--- src/sbgp_defs.vh ---
// Purpose: constants for the scripted byte gpio port
// Assumes: one byte-wide port, index 0
// Notes:   opcode codes are local choices
`ifndef SBGP_DEFS_VH
`define SBGP_DEFS_VH
`define SBGP_OP_CFG_LINE 2'h0
`define SBGP_OP_CFG_PORT 2'h1
`define SBGP_OP_RD_LINE  2'h2
`define SBGP_OP_NOP      2'h3
`define SBGP_DIR_RESET   8'h00
`define SBGP_PORT_ONLY   3'h0
`define SBGP_RD_DEPTH    16
`define SBGP_RD_IDX_W    4
`endif

--- src/sbgp_port.v ---
// Purpose: byte-wide gpio port executing script commands one per cycle
// Assumes: commands arrive in script order on cmd_valid_i
// Notes:   read results kept in a small array, fetched by read index
//
// Summary of operation
// - line config changes only the selected line
// - port bitmap: one is output, zero input
// - port config updates all eight lines together
// - line read samples only selected line
// - read result is zero low, one high
// - result stored at its read index position
`include "sbgp_defs.vh"

module sbgp_port #(
  parameter RD_DEPTH = `SBGP_RD_DEPTH,
  parameter IDX_W    = `SBGP_RD_IDX_W
) (
  input  wire             sys_clk_i,
  input  wire             rst_b_i,
  input  wire             clk_en_i,
  input  wire             script_start_i,
  input  wire             cmd_valid_i,
  input  wire [1:0]       cmd_op_i,
  input  wire [2:0]       cmd_port_i,
  input  wire [2:0]       cmd_line_i,
  input  wire             cmd_line_out_i,
  input  wire [7:0]       cmd_dir_map_i,
  input  wire [7:0]       line_out_i,
  input  wire [7:0]       line_in_i,
  input  wire [IDX_W-1:0] rd_idx_i,
  output wire             cmd_ready_o,
  output reg  [7:0]       line_o,
  output reg  [7:0]       line_oe_o,
  output reg              rd_data_o,
  output reg  [IDX_W-1:0] rd_count_o,
  output reg              cmd_err_o
);

  localparam [7:0]       LINE0_HOT = 8'h01;
  localparam [IDX_W-1:0] IDX_ONE   = {{(IDX_W-1){1'b0}}, 1'b1};

  // command decode, one command per cycle
  wire               take;
  wire               port_ok;
  wire               cmd_ok;
  wire               do_cfg_line;
  wire               do_cfg_port;
  wire               do_rd_line;
  wire               do_bad_port;
  wire [7:0]         line_sel;
  wire [7:0]         next_oe;
  wire               sample_bit;
  reg                op_cfg_line;
  reg                op_cfg_port;
  reg                op_rd_line;
  reg  [IDX_W-1:0]   next_rd_count;
  reg                next_err;
  reg                next_rd_data;
  reg  [7:0]         next_line;
  reg  [7:0]         pin_meta;
  reg  [7:0]         pin_sync;
  reg                rd_mem [0:RD_DEPTH-1];
  genvar             gl;
  genvar             ge;

  // no wait states: ready follows the enable, so script order is kept for free
  assign cmd_ready_o = clk_en_i;
  assign take        = cmd_valid_i & clk_en_i;
  assign port_ok     = (cmd_port_i == `SBGP_PORT_ONLY);
  // a script start wins over a command in the same cycle
  assign cmd_ok      = take & port_ok & ~script_start_i;
  assign do_bad_port = take & ~port_ok & ~script_start_i;
  assign do_cfg_line = cmd_ok & op_cfg_line;
  assign do_cfg_port = cmd_ok & op_cfg_port;
  assign do_rd_line  = cmd_ok & op_rd_line;
  assign line_sel    = LINE0_HOT << cmd_line_i;
  assign sample_bit  = pin_sync[cmd_line_i];

  // nop and any spare code decode to nothing
  always @* begin
    op_cfg_line = 1'b0;
    op_cfg_port = 1'b0;
    op_rd_line  = 1'b0;
    case (cmd_op_i)
      `SBGP_OP_CFG_LINE: begin
        op_cfg_line = 1'b1;
      end
      `SBGP_OP_CFG_PORT: begin
        op_cfg_port = 1'b1;
      end
      `SBGP_OP_RD_LINE: begin
        op_rd_line = 1'b1;
      end
      default: begin
        op_cfg_line = 1'b0;
      end
    endcase
  end

  // pins are asynchronous: two flops before anything reads them
  always @(posedge sys_clk_i or negedge rst_b_i) begin
    if (!rst_b_i) begin
      pin_meta <= 8'h00;
      pin_sync <= 8'h00;
    end else if (clk_en_i) begin
      pin_meta <= line_in_i;
      pin_sync <= pin_meta;
    end
  end

  // only one opcode per cycle, so line and port updates never meet
  generate
    for (gl = 0; gl < 8; gl = gl + 1) begin : g_line
      reg next_dir;
      always @* begin
        next_dir = line_oe_o[gl];
        if (do_cfg_port) begin
          next_dir = cmd_dir_map_i[gl];
        end else if (do_cfg_line && line_sel[gl]) begin
          next_dir = cmd_line_out_i;
        end else begin
          next_dir = line_oe_o[gl];
        end
      end
      assign next_oe[gl] = next_dir;
    end
  endgenerate

  // all eight directions load in the same edge
  always @(posedge sys_clk_i or negedge rst_b_i) begin
    if (!rst_b_i) begin
      line_oe_o <= `SBGP_DIR_RESET;
    end else if (clk_en_i) begin
      line_oe_o <= next_oe;
    end
  end

  // output values pass through one cycle late, gated by direction at the pin
  always @* begin
    next_line = line_out_i;
  end

  always @(posedge sys_clk_i or negedge rst_b_i) begin
    if (!rst_b_i) begin
      line_o <= 8'h00;
    end else if (clk_en_i) begin
      line_o <= next_line;
    end
  end

  always @* begin
    next_rd_count = rd_count_o;
    if (script_start_i) begin
      next_rd_count = {IDX_W{1'b0}};
    end else if (do_rd_line) begin
      next_rd_count = rd_count_o + IDX_ONE;
    end
  end

  always @(posedge sys_clk_i or negedge rst_b_i) begin
    if (!rst_b_i) begin
      rd_count_o <= {IDX_W{1'b0}};
    end else if (clk_en_i) begin
      rd_count_o <= next_rd_count;
    end
  end

  // sticky until the next script start
  always @* begin
    next_err = cmd_err_o;
    if (script_start_i) begin
      next_err = 1'b0;
    end else if (do_bad_port) begin
      next_err = 1'b1;
    end
  end

  always @(posedge sys_clk_i or negedge rst_b_i) begin
    if (!rst_b_i) begin
      cmd_err_o <= 1'b0;
    end else if (clk_en_i) begin
      cmd_err_o <= next_err;
    end
  end

  // read-back costs one cycle so the result leaves a flop
  always @* begin
    next_rd_data = rd_mem[rd_idx_i];
  end

  always @(posedge sys_clk_i or negedge rst_b_i) begin
    if (!rst_b_i) begin
      rd_data_o <= 1'b0;
    end else if (clk_en_i) begin
      rd_data_o <= next_rd_data;
    end
  end

  // results live in flops; the index wraps silently past RD_DEPTH reads
  generate
    for (ge = 0; ge < RD_DEPTH; ge = ge + 1) begin : g_rd
      localparam [IDX_W-1:0] SLOT = ge;
      wire hit;
      assign hit = do_rd_line && (rd_count_o == SLOT);
      always @(posedge sys_clk_i or negedge rst_b_i) begin
        if (!rst_b_i) begin
          rd_mem[ge] <= 1'b0;
        end else if (clk_en_i && hit) begin
          rd_mem[ge] <= sample_bit;
        end
      end
    end
  endgenerate

endmodule // sbgp_port

--- config.mk ---
export PLATFORM = sky130hd
export DESIGN_NAME = sbgp_port
export DESIGN_NICKNAME = d
export VERILOG_FILES = /design/src/sbgp_port.v
export VERILOG_INCLUDE_DIRS = /design/src /design/src/src
export SDC_FILE = /design/constraint.sdc
export NUM_CORES = 1
export LEC_CHECK = 0
export BUFFER_PORTS_ARGS = -buffer_cell sky130_fd_sc_hd__buf_2
export CORE_AREA = 2 2 80 82
export DETAILED_ROUTE_END_ITERATION = 10
export DIE_AREA = 0 0 82 84
export GPL_ROUTABILITY_DRIVEN = 1
export PLACE_DENSITY_LB_ADDON = 0.05
export SYNTH_ARGS = -nofsm -noshare
export SYNTH_HDL_FRONTEND = slang
export SYNTH_SLANG_ARGS = --single-unit
--- constraint.sdc ---
create_clock -name sys_clk_i -period 2.8 [get_ports sys_clk_i]
set_input_delay 0.84 -clock sys_clk_i [delete_from_list [all_inputs] [get_ports sys_clk_i]]
set_output_delay 0.84 -clock sys_clk_i [all_outputs]
set_load 0.01 [all_outputs]
== Yosys cells after proc, flatten, opt, wreduce, memory -nomap -nowiden ==
Index checks and enable logic that the tools add are counted.
W data, S select, Z words.

* Output and inout bits: 23
* Flip-flop bits (word level): 54

* Bitwise gates (word level): 11
* Shifts and indexed selects: 1
* Muxes and demuxes: 28
* Add/subtract/negate cells: 1
* Magnitude comparators: 2
* Reduce and logical (&&, ||, !) cells: 63
* Eq/ne operators: 17

{| class="wikitable"
|+ Operator list
! operator !! number
|-
| $logic_and A1 B1 Y1 || 40
|-
| $eq A4 B4 Y1 const B || 8
|-
| $mux W1 || 24
|-
| $reduce_and A2 Y1 || 10
|-
| $reduce_bool A2 Y1 || 10
|-
| $eq A4 B3 Y1 const B || 4
|-
| $and A1 B1 Y1 || 8
|-
| $eq A4 B2 Y1 const B || 2
|-
| $mux W4 || 2
|-
| $shl A1 B3 Y8 const A || 1
|-
| $ge A5 B5 Y1 const B || 1
|-
| $not A4 Y5 || 1
|-
| $add A4 B1 Y4 const B || 1
|-
| $bmux W1 S4 || 1
|-
| $eq A4 B1 Y1 const B || 1
|-
| $logic_not A4 Y1 || 1
|-
| $lt A3 B4 Y1 const B || 1
|-
| $bmux W1 S3 || 1
|-
| $logic_not A3 Y1 || 1
|-
| $eq A2 B1 Y1 const B || 1
|-
| $eq A2 B2 Y1 const B || 1
|-
| $logic_not A2 Y1 || 1
|-
| $not A1 Y1 || 2
|}

== Depth between registers and ports, before layout ==
* Depth after elaboration: 7
* Depth in mapped cells: 6
* Gate-level depth less buffers: 5

== Worst setup path after synthesis ==
No wires, ideal clock.

* Path type: input to register
* From: input cmd_port_i[1]
* To: register rd_mem[12] in the netlist's numbering
* Setup slack: 0.508 ns
* Data arrival time: 2.165 ns
* Setup time: 0.127 ns
* Buffers on the path: 1
* Cell stages on the path: 5
* Data required time: 2.673 ns
* Path through: or3_4 buf_6 nor4_4 nand3b_1 mux2_1

* Longest elaborated chain between the ends: 6

{| class="wikitable"
|+ Ends and longest elaborated chain
! what !! line !! text
|-
| start, declared || sbgp_port.v:24 || <nowiki>input wire [2:0] cmd_port_i,</nowiki>
|-
| $logic_not A3 Y1 (no line) || - ||
|-
| $and A1 B1 Y1 (2 in a row) || sbgp_port.v:71 || <nowiki>assign cmd_ok = take & port_ok & ~script_start_i;</nowiki>
|-
| $and A1 B1 Y1 || sbgp_port.v:75 || <nowiki>assign do_rd_line = cmd_ok & op_rd_line;</nowiki>
|-
| $logic_and A1 B1 Y1 || sbgp_port.v:204 || <nowiki>assign hit = do_rd_line && (rd_count_o == SLOT);</nowiki>
|-
| $logic_and A1 B1 Y1 || sbgp_port.v:208 || <nowiki>end else if (clk_en_i && hit) begin</nowiki>
|-
| end signal, assigned by index || sbgp_port.v:209 || <nowiki>rd_mem[ge] <= sample_bit;</nowiki>
|-
| end, declared || sbgp_port.v:62 || <nowiki>reg rd_mem [0:RD_DEPTH-1];</nowiki>
|}

No other way between the ends.
A chain may end at the register's enable or synchronous reset.

== Final worst setup path ==
* From: input clk_en_i
* To: output cmd_ready_o

{| class="wikitable"
|+ RTL lines
! what !! line !! text
|-
| start, declared || sbgp_port.v:20 || <nowiki>input wire clk_en_i,</nowiki>
|-
| end, declared || sbgp_port.v:31 || <nowiki>output wire cmd_ready_o,</nowiki>
|}

No word-level cell between the ends.

==> impl_metrics.tcl <==
set metrics [dict create \
    ys_ff_latch 54 \
    swShare 0.2472 \
    die_w_um 82 \
    post-synth-top-count-cell "dfrtp_1" \
    finish.utilization 0.5228 \
    hold_buffers 0 \
    synth_area_um2 2696 \
    yosysSeqAreaShare 0.5012 \
    dpl.hpwl_um 3892 \
    htreeDepth 2 \
    slew_headroom 0.5485 \
    required_ps 1960 \
    area_growth_syn_to_layout_pct 18.19 \
    vias 1830 \
    gr-usage-met3 0.04978 \
    synthFlopType "dfrtp_1" \
    postRouteAntennaNets 0 \
    cts_buffers 5 \
    syn_nets 254 \
    grt_usage 0.1715 \
    synthArstFlopShare 1.000 \
    yosys_warnings 0 \
    place_inst 337 \
    hold_class "register to register" \
    reg2reg_slack_ps 1090 \
    fillers 545 \
    viasPerCell 5.304 \
    final_cells 345 \
    die_y_um 84 \
    final_nets 313 \
    end_kind "output pin" \
    row_count 29 \
    finalSetupViolations 0 \
    diodes 0 \
    rsz0062_at_grt "no" \
    p_switching_mw 0.3979 \
    period_minus_slack_ps 2324 \
    fin_skew_ps 11.31 \
    core_um2 6096 \
    drive_above_1_share 0.4515 \
    drt_iter0_markers 82 \
    critical_path_arrival_ps 1480 \
    clkLatencyLatePin_ps 300 \
    hold_depth 1 \
    grt_max_degree 55 \
    seqPwrFrac 0.540 \
    maxClockFrequency_mhz 430.3 \
    fin_crit_sh 0.8300 \
    grtUsageMet1 0.2329 \
    dieArea_um2 6888 \
    peakVddDrop_uv 259.0 \
    avgSynthCellArea_um2 12.96 \
    netlist.top_cell.by_area "dfrtp_1" \
    intPower_mw 1.212 \
    synth_edf_count 0 \
    grt_pass1_wl_um 9156 \
    crit_type "input pin to output pin" \
    post_cts_buffers 0 \
    grt_pass1_vias 1857 \
    drt_first_pass_iters 4 \
    tightest_slew_ps 677.2 \
    yosysTopAreaCellShare 0.5012 \
    start_kind "input pin" \
    clock_sinks 54 \
    globalRouteMet2Util 0.2683 \
    multi_input_area_um2 1247 \
    ys_top_cells_by_area "dfrtp_1, mux2_2, mux4_2" \
    initial_utilization 0.4423 \
    wl_per_cell_um 15.43 \
    leakage_nw 1.525 \
    drv_slew 0 \
    p_comb_frac 0.136 \
    antenna_found_initial 0 \
    p_clk_frac 0.323 \
    busiest_layer "met2" \
    yosysUniqueCellTypes 37 \
    clock_path_buffers 2 \
    cp_max_fo 27 \
    drc 0 \
    regArea_um2 1351 \
    synth_cells 208 \
    status "completed" \
    path_clk_slew_ps 90 \
    drt-total-wl_um 5324 \
    synth_common_cells "dfrtp_1, mux2_2, mux2i_1" \
    io_pins 65 \
    overflow 0 \
    gp_congestion 0.7019 \
    hold_viol_final 0 \
    tns_ps 0 \
    cts_tree "done" \
    port-buffer-count 64 \
    ctsResizeCount 0 \
    maxCapViolCount 0 \
    power_density_nw_per_um2 505.1 \
    root_buffer "clkbuf_8" \
    reg2regPathDepth 3 \
]
## power groups by stage
stage / Combinational [mW] / Sequential, mW / Clock, mW
final: 0.220 / 0.869 / 0.521
after global routing: 0.245 / 0.877 / 0.575
after CTS: 0.225 / 0.871 / 0.538
after detailed placement: 0.225 / 0.886 / 0
after global placement: 0.222 / 0.885 / 0
after floorplan: 0.118 / 0.888 / 0
## layout make-up
| type | instances | area share |
|---|---|---|
| Tap cell | 77 | 0.03023 |
| Clock inverter | 2 | 0.01178 |
| Multi-Input combinational cell | 133 | 0.3914 |
| Timing Repair Buffer | 68 | 0.1139 |
| Inverter | 5 | 0.005889 |
| Sequential cell | 54 | 0.4240 |
| Clock buffer | 6 | 0.02277 |
## sequential cells by signal (all words and copies together), names as in the netlist
signal and count:
pin_sync 8, rd_data_o 1, line_o 8, pin_meta 8
line_oe_o 8, cmd_err_o 1, rd_count_o 4, rd_mem 16
## per-stage QoR
step,power [mW],area [um2],hold WS [ps],setup slack (ps)
detailed placement,1.111,3077,478.7,287.6
global placement,1.107,3077,472.6,332.9
floorplan,1.006,2696,458.7,507.9
global route,1.698,3187,517.5,445.8
finish,1.610,3187,496.1,476.0
CTS,1.634,3187,499.4,467.8
## critical path, stage by stage
cell    delay (ps)
buf_2          260
buf_12         230
buf_2          150
## metal layers
layer  routed length, um  vias to the layer above
li1                    -                      888
met3                 292                        4
met2                2678                       44
met1                2290                      894
met5                   0                        -
met4                  62                        0
## cell usage in the layout (no fill, tap or decap), drive strengths merged, types with 2 or more instances in the layout
| cell type | n |
|---|---|
| nand3 | 8 |
| clkbuf | 6 |
| mux4 | 6 |
| buf | 68 |
| nor4 | 3 |
| ha | 4 |
| nand4b | 4 |
| nor4b | 2 |
| dfrtp | 54 |
| nand3b | 6 |
| inv | 5 |
| nor2 | 3 |
| nor3 | 4 |
| mux2 | 42 |
| o21ai | 9 |
| mux2i | 11 |
| nand2 | 9 |
| a21oi | 3 |
| nand4 | 9 |
## path summary, 6_finish.rpt
path                             start             to
min reg2reg                 rd_mem[12]     rd_mem[12]
max reg2reg                pin_sync[7]     rd_mem[10]
max                           clk_en_i    cmd_ready_o
max in group asynchronous      rst_b_i  rd_count_o[3]
min in group asynchronous      rst_b_i      line_o[5]
min                         rd_mem[12]     rd_mem[12]
## cell families (layout without fill, tap and decap cells)
| family | after synthesis | in the layout | share of synthesized area |
|---|---|---|---|
| AO/OA/AOI/OAI | 17 | 17 | 0.03759 |
| XOR/XNOR | 1 | 1 | 0.003249 |
| adder cells (fa/ha/maj) | 4 | 4 | 0.01856 |
| buffers and inverters | 21 | 81 | 0.03619 |
| flip-flops | 54 | 54 | 0.5012 |
| multiplexers | 59 | 59 | 0.2664 |
| AND/OR/NAND/NOR | 52 | 52 | 0.1369 |
Note: power is estimated with default switching activity, not from simulation.
